**config.mk**
```make
export PLATFORM = sky130hd
export DESIGN_NAME = lddr_decoder
export DESIGN_NICKNAME = d
export VERILOG_FILES = /design/src/lddr_pkg.sv /design/src/lddr_window_match.sv /design/src/lddr_decoder.sv
export SDC_FILE = /design/constraint.sdc
export NUM_CORES = 1
export LEC_CHECK = 0
export ABC_AREA = 1
export BUFFER_PORTS_ARGS = -buffer_cell sky130_fd_sc_hd__buf_2
export CORE_ASPECT_RATIO = 1.75
export CORE_MARGIN = 2
export CORE_UTILIZATION = 45
export CTS_CLUSTER_DIAMETER = 80
export CTS_CLUSTER_SIZE = 14
export DETAILED_ROUTE_END_ITERATION = 7
export GPL_ROUTABILITY_DRIVEN = 1
export GPL_TIMING_DRIVEN = 0
export SYNTH_ARGS = -nofsm -noshare
export SYNTH_HDL_FRONTEND = slang
export SYNTH_SLANG_ARGS = --single-unit
```
**constraint.sdc**
```tcl
create_clock -name clk -period 2.6 [get_ports clk]
set_input_delay 0.39 -clock clk [delete_from_list [all_inputs] [get_ports clk]]
set_output_delay 0.39 -clock clk [all_outputs]
set_load 0.05 [all_outputs]
```
**src/lddr_pkg.sv**
```systemverilog
// Constants for the legacy device range decoder
package lddr_pkg;

	// Register offsets, byte addresses in configuration space
	localparam logic [7:0] LDDR_OFF_FWD_ENABLES = 8'h5C;
	localparam logic [7:0] LDDR_OFF_SLOT9_WINDOW = 8'h60;
	localparam logic [7:0] LDDR_OFF_SERIAL_SLOT10 = 8'h64;
	localparam logic [7:0] LDDR_OFF_SLOT12_IO = 8'h68;
	localparam logic [7:0] LDDR_OFF_SLOT12_MEM = 8'h6C;
	localparam logic [7:0] LDDR_OFF_SLOT13_IO = 8'h70;
	localparam logic [7:0] LDDR_OFF_SLOT13_MEM = 8'h74;
	localparam int LDDR_NUM_REGS = 7;

	// Writable bits per register, index order; reserved bits read zero
	localparam logic [31:0] LDDR_WMASK_FWD_ENABLES = 32'h6000_0000;
	localparam logic [31:0] LDDR_WMASK_SLOT9_WINDOW = 32'h00EF_FFFF;
	localparam logic [31:0] LDDR_WMASK_SERIAL_SLOT10 = 32'hFFEF_FFFF;
	localparam logic [31:0] LDDR_WMASK_IO_WINDOW = 32'h001F_FFFF;
	localparam logic [31:0] LDDR_WMASK_MEM_WINDOW = 32'hFFFF_80FF;
	localparam logic [31:0] LDDR_REG_RESET = 32'h0000_0000;

	// Field positions
	localparam int LDDR_BIT_SLOT13_FWD = 30;
	localparam int LDDR_BIT_SLOT12_FWD = 29;
	localparam int LDDR_BIT_SERB_FWD = 31;
	localparam int LDDR_POS_SERB_SEL = 28;
	localparam int LDDR_BIT_SERA_FWD = 27;
	localparam int LDDR_POS_SERA_SEL = 24;
	localparam int LDDR_BIT_CS_EN = 23;
	localparam int LDDR_BIT_GEN_FWD = 22;
	localparam int LDDR_BIT_GEN_MON = 21;
	localparam int LDDR_BIT_IO_MON = 20;
	localparam int LDDR_POS_IO_MASK = 16;
	localparam int LDDR_POS_IO_BASE = 0;
	localparam int LDDR_POS_MEM_BASE = 15;
	localparam int LDDR_BIT_MEM_MON = 7;
	localparam int LDDR_POS_MEM_MASK = 0;

	// Window widths
	localparam int LDDR_IO_BASE_W = 16;
	localparam int LDDR_IO_MASK_W = 4;
	localparam int LDDR_MEM_BASE_W = 17;
	localparam int LDDR_MEM_MASK_W = 7;
	localparam int LDDR_SEL_W = 3;

	// Serial port range starts, address bits 15:3, one per select code
	localparam logic [12:0] LDDR_SER_RANGE_0 = 13'h007F;
	localparam logic [12:0] LDDR_SER_RANGE_1 = 13'h005F;
	localparam logic [12:0] LDDR_SER_RANGE_2 = 13'h0044;
	localparam logic [12:0] LDDR_SER_RANGE_3 = 13'h0045;
	localparam logic [12:0] LDDR_SER_RANGE_4 = 13'h0047;
	localparam logic [12:0] LDDR_SER_RANGE_5 = 13'h005D;
	localparam logic [12:0] LDDR_SER_RANGE_6 = 13'h0067;
	localparam logic [12:0] LDDR_SER_RANGE_7 = 13'h007D;

	// Hit vector positions
	localparam int LDDR_HIT_SLOT9 = 0;
	localparam int LDDR_HIT_SERA = 1;
	localparam int LDDR_HIT_SERB = 2;
	localparam int LDDR_HIT_SLOT10 = 3;
	localparam int LDDR_HIT_SLOT12_IO = 4;
	localparam int LDDR_HIT_SLOT12_MEM = 5;
	localparam int LDDR_HIT_SLOT13_IO = 6;
	localparam int LDDR_HIT_SLOT13_MEM = 7;
	localparam int LDDR_NUM_HITS = 8;

endpackage

```
**src/lddr_window_match.sv**
```systemverilog
// Base and mask window comparator
`timescale 1ns/1ps

module lddr_window_match #(
	parameter int BASE_W = 16,
	parameter int MASK_W = 4
) (
	// Address slice and window setup
	input wire logic [BASE_W-1:0] addr,
	input wire logic [BASE_W-1:0] base,
	input wire logic [MASK_W-1:0] mask,
	input wire logic enable,
	// Result
	output logic hit
);

	// Refused at elaboration: a mask must sit inside the base it qualifies
	if (MASK_W < 1 || MASK_W > BASE_W) begin : g_bad_width
		$error("lddr_window_match: mask must be 1 to BASE_W bits wide");
	end

	logic [BASE_W-1:0] care;

	// Mask one means ignore; split masks simply give split ranges
	assign care = ~{{(BASE_W-MASK_W){1'b0}}, mask};
	assign hit = enable && (((addr ^ base) & care) == '0); // [RULE23]

endmodule

```
**src/lddr_decoder.sv**
```systemverilog
// Legacy device range decoder: registers, window decode, claim and chip selects
`timescale 1ns/1ps

// Functional notes
// RULE1 - Slot 9 mask bits 19:16 cover address bits 3:0; one ignores the bit.
// RULE2 - Slot 9 16-bit base compares against address bits 15:0.
// RULE3 - Serial B forward plus monitor enable claims and forwards its range.
// RULE4 - Serial B select codes map to eight fixed eight-byte port ranges.
// RULE5 - Serial A forward plus monitor enable claims and forwards its range.
// RULE6 - Serial A select uses the same eight-entry range table.
// RULE7 - Slot 10 chip select plus forward asserts select 1 on window hits.
// RULE8 - Slot 10 forward claims and forwards hits in its enabled window.
// RULE9 - Slot 10 monitor enable turns on its window decode.
// RULE10 - Slot 10 16-bit base, 4-bit mask on bits 3:0; bit 20 reserved.
// RULE11 - Slot 12 I/O monitor enable turns on its I/O window decode.
// RULE12 - Slot 12 I/O window: 16-bit base, 4-bit mask over bits 3:0.
// RULE13 - Slot 12 memory base of 17 bits compares address bits 31:15.
// RULE14 - Slot 12 memory 7-bit mask covers address bits 21:15.
// RULE15 - Slot 12 memory monitor enable turns on its memory decode.
// RULE16 - Slot 13 I/O monitor enable turns on its I/O window decode.
// RULE17 - Slot 13 I/O window: 16-bit base, 4-bit mask over bits 3:0.
// RULE18 - Slot 13 memory: 17-bit base on 31:15, 7-bit mask on 21:15.
// RULE19 - Slot 13 memory monitor enable turns on its memory decode.
// RULE20 - Slot 9 monitor enable turns on its I/O window decode.
// RULE21 - Slot 9 chip select plus forward asserts select 0 on window hits.
// RULE22 - Slot 12 and 13 forward bits claim hits in their enabled windows.
// RULE23 - A hit needs all unmasked bits equal to base and monitor enabled.
// RULE24 - Every decode field clears to zero on reset.
module lddr_decoder
	import lddr_pkg::*;
(
	// Clock and reset
	input wire logic clk,
	input wire logic reset_n,
	// Configuration register port
	input wire logic cfg_wr,
	input wire logic cfg_rd,
	input wire logic [7:0] cfg_addr,
	input wire logic [3:0] cfg_be,
	input wire logic [31:0] cfg_wdata,
	output logic [31:0] cfg_rdata,
	output logic cfg_rvalid,
	// Serial monitor enables held outside this block
	input wire logic serial_a_monitor_enable,
	input wire logic serial_b_monitor_enable,
	// Observed bus cycle
	input wire logic cyc_valid,
	input wire logic cyc_is_io,
	input wire logic [31:0] cyc_addr,
	// Decode results
	output logic claim,
	output logic peripheral_select_0_n,
	output logic peripheral_select_1_n,
	output logic [LDDR_NUM_HITS-1:0] window_hit
);

	////////////////////////////////////////////////////////////////////////////////
	// State

	typedef struct packed {
		logic [LDDR_NUM_REGS-1:0][31:0] regs;
		logic [31:0] rdata;
		logic rvalid;
		logic claim;
		logic sel0_n;
		logic sel1_n;
		logic [LDDR_NUM_HITS-1:0] hit;
	} lddr_state_t;

	lddr_state_t state_ff;
	lddr_state_t nxt_state;

	////////////////////////////////////////////////////////////////////////////////
	// Elaboration checks

	// Index 4'hF marks an unmapped offset, so the table tops out at fifteen
	if (LDDR_NUM_REGS < 7 || LDDR_NUM_REGS > 15) begin : g_chk_regs
		$error("lddr_decoder: register table needs seven to fifteen entries");
	end

	if (LDDR_NUM_HITS != 8) begin : g_chk_hits
		$error("lddr_decoder: hit vector carries exactly eight windows");
	end

	if (LDDR_POS_IO_BASE + LDDR_IO_BASE_W > LDDR_POS_IO_MASK) begin : g_chk_io_base
		$error("lddr_decoder: I/O base overlaps the I/O mask");
	end

	if (LDDR_POS_IO_MASK + LDDR_IO_MASK_W > LDDR_BIT_IO_MON) begin : g_chk_io_mask
		$error("lddr_decoder: I/O mask overlaps the monitor enable");
	end

	// I/O windows always compare address bits 15:0
	if (LDDR_IO_BASE_W != 16 || LDDR_IO_MASK_W > LDDR_IO_BASE_W) begin : g_chk_io_w
		$error("lddr_decoder: I/O window widths do not fit address bits 15:0");
	end

	// Memory windows always compare address bits 31:15
	if (LDDR_MEM_BASE_W != 17 || LDDR_POS_MEM_BASE + LDDR_MEM_BASE_W != 32) begin : g_chk_mem_base
		$error("lddr_decoder: memory base must cover address bits 31:15");
	end

	if (LDDR_POS_MEM_MASK + LDDR_MEM_MASK_W > LDDR_BIT_MEM_MON) begin : g_chk_mem_mask
		$error("lddr_decoder: memory mask overlaps the monitor enable");
	end

	if (LDDR_MEM_MASK_W > LDDR_MEM_BASE_W) begin : g_chk_mem_w
		$error("lddr_decoder: memory mask wider than memory base");
	end

	if (LDDR_SEL_W != 3 || LDDR_POS_SERB_SEL + LDDR_SEL_W > LDDR_BIT_SERB_FWD) begin : g_chk_serb
		$error("lddr_decoder: serial B select does not fit below its forward bit");
	end

	if (LDDR_POS_SERA_SEL + LDDR_SEL_W > LDDR_BIT_SERA_FWD) begin : g_chk_sera
		$error("lddr_decoder: serial A select does not fit below its forward bit");
	end

	////////////////////////////////////////////////////////////////////////////////
	// Address decode, shared by read and write

	function automatic logic [3:0] reg_index(input logic [7:0] a);
		if (a == LDDR_OFF_FWD_ENABLES) begin
			reg_index = 4'h0;
		end else if (a == LDDR_OFF_SLOT9_WINDOW) begin
			reg_index = 4'h1;
		end else if (a == LDDR_OFF_SERIAL_SLOT10) begin
			reg_index = 4'h2;
		end else if (a == LDDR_OFF_SLOT12_IO) begin
			reg_index = 4'h3;
		end else if (a == LDDR_OFF_SLOT12_MEM) begin
			reg_index = 4'h4;
		end else if (a == LDDR_OFF_SLOT13_IO) begin
			reg_index = 4'h5;
		end else if (a == LDDR_OFF_SLOT13_MEM) begin
			reg_index = 4'h6;
		end else begin
			reg_index = 4'hF;
		end
	endfunction

	function automatic logic [31:0] wmask(input logic [3:0] idx);
		case (idx)
			4'h0: wmask = LDDR_WMASK_FWD_ENABLES;
			4'h1: wmask = LDDR_WMASK_SLOT9_WINDOW;
			4'h2: wmask = LDDR_WMASK_SERIAL_SLOT10; // [RULE10]
			4'h3, 4'h5: wmask = LDDR_WMASK_IO_WINDOW;
			4'h4, 4'h6: wmask = LDDR_WMASK_MEM_WINDOW;
			default: wmask = 32'h0000_0000;
		endcase
	endfunction

	// Serial port range table, the same for both ports
	function automatic logic ser_match(input logic [2:0] sel, input logic [15:0] a);
		logic [12:0] start;
		start = LDDR_SER_RANGE_0;
		case (sel)
			3'h0: start = LDDR_SER_RANGE_0;
			3'h1: start = LDDR_SER_RANGE_1;
			3'h2: start = LDDR_SER_RANGE_2;
			3'h3: start = LDDR_SER_RANGE_3;
			3'h4: start = LDDR_SER_RANGE_4;
			3'h5: start = LDDR_SER_RANGE_5;
			3'h6: start = LDDR_SER_RANGE_6;
			default: start = LDDR_SER_RANGE_7;
		endcase
		ser_match = (a[15:3] == start); // [RULE4] [RULE6]
	endfunction

	////////////////////////////////////////////////////////////////////////////////
	// Window comparators

	logic [3:0][31:0] io_reg;
	logic [3:0] io_mon;
	logic [3:0] io_match;
	logic [1:0][31:0] mem_reg;
	logic [1:0] mem_match;

	// Slot 9, slot 10, slot 12 and slot 13 I/O windows share one base and mask layout
	assign io_reg[0] = state_ff.regs[1];
	assign io_reg[1] = state_ff.regs[2];
	assign io_reg[2] = state_ff.regs[3];
	assign io_reg[3] = state_ff.regs[5];
	assign io_mon[0] = state_ff.regs[1][LDDR_BIT_GEN_MON]; // [RULE20]
	assign io_mon[1] = state_ff.regs[2][LDDR_BIT_GEN_MON]; // [RULE9]
	assign io_mon[2] = state_ff.regs[3][LDDR_BIT_IO_MON]; // [RULE11]
	assign io_mon[3] = state_ff.regs[5][LDDR_BIT_IO_MON]; // [RULE16]
	assign mem_reg[0] = state_ff.regs[4];
	assign mem_reg[1] = state_ff.regs[6];

	genvar gi;
	generate
		for (gi = 0; gi < 4; gi++) begin : g_io
			// Base on address 15:0, mask on address 3:0
			lddr_window_match #(
				.BASE_W(LDDR_IO_BASE_W),
				.MASK_W(LDDR_IO_MASK_W)
			) u_io (
				.addr(cyc_addr[15:0]),
				.base(io_reg[gi][LDDR_POS_IO_BASE +: LDDR_IO_BASE_W]),
				.mask(io_reg[gi][LDDR_POS_IO_MASK +: LDDR_IO_MASK_W]),
				.enable(io_mon[gi] && cyc_valid && cyc_is_io),
				.hit(io_match[gi])
			); // [RULE1] [RULE2] [RULE10] [RULE12] [RULE17]
		end
		for (gi = 0; gi < 2; gi++) begin : g_mem
			// Base on address 31:15, mask low bits land on address 21:15
			lddr_window_match #(
				.BASE_W(LDDR_MEM_BASE_W),
				.MASK_W(LDDR_MEM_MASK_W)
			) u_mem (
				.addr(cyc_addr[31:15]),
				.base(mem_reg[gi][LDDR_POS_MEM_BASE +: LDDR_MEM_BASE_W]),
				.mask(mem_reg[gi][LDDR_POS_MEM_MASK +: LDDR_MEM_MASK_W]),
				.enable(mem_reg[gi][LDDR_BIT_MEM_MON] && cyc_valid && !cyc_is_io),
				.hit(mem_match[gi])
			); // [RULE13] [RULE14] [RULE15] [RULE18] [RULE19]
		end
	endgenerate

	////////////////////////////////////////////////////////////////////////////////
	// Next state

	logic [31:0] sc_reg;
	logic [31:0] fw_reg;
	logic ser_a_hit;
	logic ser_b_hit;

	assign sc_reg = state_ff.regs[2];
	assign fw_reg = state_ff.regs[0];
	assign ser_a_hit = cyc_valid && cyc_is_io && serial_a_monitor_enable
		&& ser_match(sc_reg[LDDR_POS_SERA_SEL +: LDDR_SEL_W], cyc_addr[15:0]);
	assign ser_b_hit = cyc_valid && cyc_is_io && serial_b_monitor_enable
		&& ser_match(sc_reg[LDDR_POS_SERB_SEL +: LDDR_SEL_W], cyc_addr[15:0]);

	always_comb begin
		logic [3:0] widx;
		logic [3:0] ridx;
		logic [31:0] bmask;
		logic [31:0] wm;
		widx = reg_index(cfg_addr);
		ridx = reg_index(cfg_addr);
		bmask = {{8{cfg_be[3]}}, {8{cfg_be[2]}}, {8{cfg_be[1]}}, {8{cfg_be[0]}}};
		wm = wmask(widx) & bmask;
		nxt_state = state_ff;

		// Byte-enabled writes; unmapped offsets are dropped
		if (cfg_wr && widx != 4'hF) begin
			nxt_state.regs[widx] = (state_ff.regs[widx] & ~wm) | (cfg_wdata & wm);
		end

		// Read answer one cycle later; unmapped reads give zero
		nxt_state.rvalid = cfg_rd;
		if (cfg_rd && ridx != 4'hF) begin
			nxt_state.rdata = state_ff.regs[ridx];
		end else begin
			nxt_state.rdata = 32'h0000_0000;
		end

		nxt_state.hit[LDDR_HIT_SLOT9] = io_match[0]; // [RULE23]
		nxt_state.hit[LDDR_HIT_SERA] = ser_a_hit;
		nxt_state.hit[LDDR_HIT_SERB] = ser_b_hit;
		nxt_state.hit[LDDR_HIT_SLOT10] = io_match[1];
		nxt_state.hit[LDDR_HIT_SLOT12_IO] = io_match[2];
		nxt_state.hit[LDDR_HIT_SLOT12_MEM] = mem_match[0];
		nxt_state.hit[LDDR_HIT_SLOT13_IO] = io_match[3];
		nxt_state.hit[LDDR_HIT_SLOT13_MEM] = mem_match[1];

		// Claim for forwarding when the matching forward bit is set
		nxt_state.claim = (io_match[0] && state_ff.regs[1][LDDR_BIT_GEN_FWD])
			|| (ser_b_hit && sc_reg[LDDR_BIT_SERB_FWD]) // [RULE3]
			|| (ser_a_hit && sc_reg[LDDR_BIT_SERA_FWD]) // [RULE5]
			|| (io_match[1] && sc_reg[LDDR_BIT_GEN_FWD]) // [RULE8]
			|| ((io_match[2] || mem_match[0]) && fw_reg[LDDR_BIT_SLOT12_FWD]) // [RULE22]
			|| ((io_match[3] || mem_match[1]) && fw_reg[LDDR_BIT_SLOT13_FWD]); // [RULE22]

		// Chip selects need both the select enable and the forward bit
		nxt_state.sel0_n = !(io_match[0] && state_ff.regs[1][LDDR_BIT_CS_EN]
			&& state_ff.regs[1][LDDR_BIT_GEN_FWD]); // [RULE21]
		nxt_state.sel1_n = !(io_match[1] && sc_reg[LDDR_BIT_CS_EN]
			&& sc_reg[LDDR_BIT_GEN_FWD]); // [RULE7]
	end

	////////////////////////////////////////////////////////////////////////////////
	// Registers

	always_ff @(posedge clk) begin
		if (!reset_n) begin
			// Everything cleared: slot windows stay off until programmed; serial ranges decode on code 0 when their external monitor enables are set
			state_ff.regs <= {LDDR_NUM_REGS{LDDR_REG_RESET}}; // [RULE24]
			state_ff.rdata <= 32'h0000_0000;
			state_ff.rvalid <= 1'b0;
			state_ff.claim <= 1'b0;
			state_ff.sel0_n <= 1'b1;
			state_ff.sel1_n <= 1'b1;
			state_ff.hit <= '0;
		end else begin
			state_ff <= nxt_state;
		end
	end

	assign cfg_rdata = state_ff.rdata;
	assign cfg_rvalid = state_ff.rvalid;
	assign claim = state_ff.claim;
	assign peripheral_select_0_n = state_ff.sel0_n;
	assign peripheral_select_1_n = state_ff.sel1_n;
	assign window_hit = state_ff.hit;

endmodule

```
==> results.ini, run 1 <==
[clock_tree]
htreeDepth=1
cts_root_buf=clkbuf_16
clock_latency_ns=0.58
cts_buffers=23
cts_resized=0
post-cts-setup-buffers=0
cts_tree=done
cts_buffer_depth=3
holdBufCountCts=0
clk_pin_slew_ns=0.07
clock_sinks=268

[power_and_ir_drop]
seqPwrFrac_pct=52.7
vdd_ir_drop_max_mv=0.5170
pwr-share-comb_pct=5.8
design_power_total_mw=7.784
power.internal_mw=5.819
p_switching_mw=1.965
pwr-share-clk_pct=41.5
power_per_cell_area_mw_per_mm2=492.8
p_sw_share_pct=25.24
leakage_nw=7.959

[run]
max-cap-violations=0

[layout]
drive_gt1_share_pct=10.68
most-common-layout-cells=nand2_1 (631), inv_1 (350), nand3_1 (280)
diodes=0
largest_reg_flops=93
finalNetCount=2425
final_common_cell=nand2_1
syn_to_final_growth_pct=11.85

[critical_path]
end_kind=flip-flop
crit_path_max_incr_delay_ns=0.53
path_buf_inv=6
critPathMaxFanout=10
cp_cell_sequence=buf_2 > inv_1 > o211ai_1 > nand2_1 > inv_2 > clkbuf_1 > nand2_1 > inv_1 > nand3_1 > nand3_1 > nand3_1 > nand2_1 > inv_1
crit_type=in2reg
crit_arrival_ns=3.01
worstSetupStartpointType=input port
critical-path-top-delay-family=simple AND/OR/NAND/NOR gates
slowest_stage=clkbuf_1
required_ns=3.06

[logic_synthesis]
yosysWarnings=0
seq_area_frac_synth_pct=37.99
syn-num-nets=2286
synth_cell_types=30
avgSynthCellArea_um2=6.413
syn-cell-area_mm2=0.01412
synth_seq_cells=268
syn_inst=2202

[timing]
hold_viol_final=0
whs_ns=0.08831
period_share_pct=98.15
fin_setup_tns_ns=0
rsz0062_at_grt=false
maxSlewViolCount=0
period_minus_slack_ns=2.552
clock_skew_ns=0.02054
tightest_slew_ns=1.033
slew_headroom_pct=31.14
postLayoutSetupSlackWorst_ns=0.04816
setup_violations=0
fmax_mhz=391.9

[grt]
grt_pass1_wl_um=83550
grt_pass1_vias=13849
grt_max_degree=15
antenna_found_initial=0
grt_overflow=0
groute.usage.overall_pct=35.20

[route]
avgViaCountPerCell=5.294
drc_errors=0
drt_pass1_iterations=6
vias=14464
drtIter0Drc=1117
antenna_left=0
avgRoutedWirePerCell_um=21.15
wirelength_um=57780

[die]
die_height_um=238.4
core_mm2=0.03084
initial_core_util_pct=45.79
die_x_um=137.9
io_pins=128
die_area_mm2=0.03287
row_count=85

[placement]
place.gp.congestion=0.9964
dp_hpwl_um=44990
dp_slack_ns=-0.4504
numPortBuffers=114

[hold_path]
holdCritPathClass=in2reg

[outcome]
status=complete, no violations

final cells by class:
type / count / area, um^2
fillers: 3291 / 15050
multi-input cells: 1464 / 6890
flip-flops and latches: 268 / 5365
inverters: 365 / 1370
clock buffers: 23 / 575.6
repair buffers: 114 / 570.5
plain buffers: 105 / 498.0
well taps: 391 / 489.2
clock inverters: 2 / 36.28
synthesized netlist by cell type (all sizes together):
master	instances	area (um^2)
nand4	12	87.58
o21ai	40	200.2
nand3	307	1672
inv	365	1370
xor2	21	183.9
or2	1	6.260
buf	46	275.3
nor4	1	6.260
a21oi	71	355.3
nand2	643	2454
clkbuf	59	221.5
dfxtp	268	5365
nand3b	2	15.01
o22ai	8	50.05
o21a	50	375.4
nor2	245	990.9
nor3	15	75.07
xnor2	47	411.6
o211ai	1	7.510
worst paths after layout:
path / cells past startpoint / to / slack (ns) / from
worst max-delay path: 13 / mem_reg[24] / 0.05 / cfg_addr[2]
worst min-delay path: 3 / cfg_rvalid / 0.09 / cfg_rd
worst max register to register: 11 / claim / 0.38 / io_reg[64]
worst min register to register: 2 / fw_reg[10] / 0.42 / fw_reg[10]
power groups by stage:
stage / Clock (mW) / Sequential [mW] / Combinational [mW]
2_1_floorplan: 0 / 4.20 / 0.225
3_3_place_gp: 0 / 4.20 / 0.438
3_5_place_dp: 0 / 4.20 / 0.440
4_1_cts: 3.29 / 4.10 / 0.442
5_1_grt: 3.42 / 4.10 / 0.476
6_report: 3.23 / 4.10 / 0.450
cells by family (layout without fill, tap and decap cells):
| group | after synthesis | count (layout) | synth area share, % |
|---|---|---|---|
| simple gates | 1226 | 1226 | 37.57 |
| buf+inv | 470 | 609 | 13.22 |
| flops | 268 | 268 | 37.99 |
| compound gates | 170 | 170 | 6.999 |
| xor+xnor | 68 | 68 | 4.217 |
routing by layer:
layer / routed length [um] / GRT usage, % / vias to the layer above
met5: 0 / 0 / -
met4: 6222 / 31.26 / 0
met3: 3886 / 4.525 / 239
met2: 27670 / 59.44 / 681
met1: 20000 / 37.56 / 6555
li1: - / - / 6989
worst reg2reg max path, stage by stage (launching register included):
cell	delay [ns]
dfxtp_1	0.31
inv_1	0.11
nand2_1	0.07
nand2_1	0.06
o21ai_0	0.06
nor2_1	0.28
nand3_1	0.43
o21ai_0	0.33
nand2_1	0.09
nand2_1	0.16
nor2_1	0.06
nor2_1	0.16
metrics by stage:
stage,std cells,instance area (um^2),util (%)
detailed placement,2707,15180,49.23
global route,2732,15800,51.21
floorplan,2202,14120,-
CTS,2732,15790,51.21
finish,2732,15800,51.21
global placement,2707,15180,49.23
Power figures use the tool's default switching activity.
==> inputs of run 2 (changes only) <==
--- a/config.mk
+++ b/config.mk
@@ -15,6 +15,7 @@
 export DETAILED_ROUTE_END_ITERATION = 7
 export GPL_ROUTABILITY_DRIVEN = 1
 export GPL_TIMING_DRIVEN = 0
+export PLACE_DENSITY_LB_ADDON = 0.2
 export SYNTH_ARGS = -nofsm -noshare
 export SYNTH_HDL_FRONTEND = slang
 export SYNTH_SLANG_ARGS = --single-unit
==> results.ini, run 2 (synthesis results as in run 1) <==
[outcome]
status=complete, no violations

[hold_path]
worstHoldStart=cfg_rd
hold_depth=3  ; unchanged
holdCritPathClass=in2reg
hold_end=cfg_rvalid

[timing]
fmax_mhz=407.8  ; +4.1%
setup_violations=0  ; unchanged
rsz0062_at_grt=false
tightest_slew_ns=1.042  ; +0.008775 ns
hold_viol_final=0  ; unchanged
period_share_pct=94.32  ; -3.8 points
postLayoutSetupSlackWorst_ns=0.1477  ; +0.09950 ns
clock_skew_ns=0.02267  ; +0.002125 ns
whs_ns=0.09251  ; +0.004197 ns
slew_headroom_pct=30.56  ; -0.59 points
period_minus_slack_ns=2.452  ; -0.09950 ns
maxSlewViolCount=0  ; unchanged

[clock_tree]
htreeDepth=1  ; unchanged
clock_latency_ns=0.57  ; about the same
clock_sinks=268  ; unchanged
cts_buffers=23  ; unchanged
cts_buffer_depth=3  ; unchanged
cts_root_buf=clkbuf_16
cts_tree=done
post-cts-setup-buffers=0  ; unchanged
clk_pin_slew_ns=0.07  ; about the same
cts_resized=0  ; unchanged
holdBufCountCts=0  ; unchanged

[route]
drtIter0Drc=1164  ; +4.2%
drt_pass1_iterations=8  ; +2
drc_errors=0  ; unchanged
antenna_left=0  ; unchanged
avgRoutedWirePerCell_um=20.19  ; -4.5%
vias=14532  ; +0.47%
avgViaCountPerCell=5.319  ; +0.47%
wirelength_um=55160  ; -4.5%

[critical_path]
required_ns=3.06  ; about the same
r2r_cells=10  ; -1
r2r_start=io_reg[79]
crit_arrival_ns=2.91  ; -0.10 ns
crit_type=in2reg
end_kind=flip-flop
reg2reg_to=claim
critPathMaxFanout=8  ; -2
cp-startpoint=cyc_addr[15]
worstSetupStartpointType=input port
r2r_slack_ns=0.21  ; -0.17 ns

[layout]
drive_gt1_share_pct=10.60  ; -0.081 points
multiInputGateArea_mm2=0.006890  ; unchanged
layout.cells.non_filler=2732  ; unchanged
syn_to_final_growth_pct=11.71
final_common_cell=nand2_1
regArea_mm2=0.005365  ; unchanged
finalNetCount=2425  ; unchanged
largest_reg_flops=93  ; unchanged
most-common-layout-cells=nand2_1 (631), inv_1 (350), nand3_1 (280)
fill_cells=3253  ; -1.2%
utilization_pct=51.15  ; -0.061 points
finalInstanceArea_mm2=0.01578  ; -0.12%

[grt]
grt_max_degree=15  ; unchanged
antenna_found_initial=2  ; +2
grt_pass1_wl_um=79250  ; -5.2%
grt_overflow=0  ; unchanged
grt_pass1_vias=13524  ; -2.3%
groute.usage.overall_pct=33.25  ; -1.9 points

[die]
die_area_mm2=0.03287  ; unchanged
die_x_um=137.9  ; unchanged
row_count=85  ; unchanged
initial_core_util_pct=45.79  ; unchanged
core_mm2=0.03084  ; unchanged
io_pins=128  ; unchanged
die_height_um=238.4  ; unchanged

[placement]
dp_hpwl_um=42810  ; -4.8%
place_inst=2707  ; unchanged
placed_area_mm2=0.01518  ; unchanged
place.gp.congestion=0.9999  ; +0.35%
numPortBuffers=114  ; unchanged
dp_slack_ns=-0.3045  ; +0.1458 ns

[power_and_ir_drop]
leakage_nw=7.946  ; -0.17%
vdd_ir_drop_max_mv=0.5054  ; -2.2%
power_per_cell_area_mw_per_mm2=489.8  ; -0.61%

[run]
max-cap-violations=0  ; unchanged

-- run 2: cell types whose count changed in the layout (fill, tap and decap cells not counted), sizes merged --
cell / delta
inv: -1
diode: +1
-- run 2: worst max-delay path: stages --
cell	delay [ns]
clkbuf_1	0.58
xor2_1	0.13
nor3_1	0.25
nand3_1	0.14
nor2_1	0.15
nand3_1	0.37
o21ai_0	0.37
nand2_1	0.11
nand2_1	0.18
nor2_1	0.06
nor2_1	0.17
-- run 2: routing by layer --
layer | up-vias | share of wire, % | track usage [%]
met5 | - | 0 | 0
met3 | 282 | 6.6 | 4.844
met4 | 0 | 12 | 32.56
li1 | 6993 | - | -
met1 | 6528 | 34 | 34.54
met2 | 729 | 47 | 55.34
-- run 2: area by class of cell --
cell class / count / area share, %
multi-input cells: 1464 / 43.68
flip-flops and latches: 268 / 34.01
inverters: 365 / 8.684
clock buffers: 23 / 3.648
repair buffers: 114 / 3.616
plain buffers: 105 / 3.149
well taps: 391 / 3.101
clock inverters: 1 / 0.1031
diodes: 1 / 0.01586
-- run 2: report_power, final --
part	switching [mW]	leakage (nW)	internal, mW
Combinational	0.315	5.50	0.127
Sequential	0.000405	2.16	4.10
Clock	1.61	0.290	1.57
Total	1.93	7.95	5.80
-- run 2: worst max-delay path by stage --
stage                  end  slack [ns]  cells past startpoint
2_1_floorplan  mem_reg[31]        0.72                     16
3_3_place_gp     io_reg[6]       -0.28                     13
3_5_place_dp     io_reg[6]       -0.30                     14
4_1_cts          io_reg[6]        0.25                     14
5_1_grt          io_reg[6]        0.08                     14
6_report             claim        0.15                     11
-- run 2: per-stage QoR --
step,power (mW),setup TNS [ns]
global route,7.914,0
floorplan,4.426,0
finish,7.727,0
detailed placement,4.630,-20.00
CTS,7.723,0
global placement,4.627,-18.40
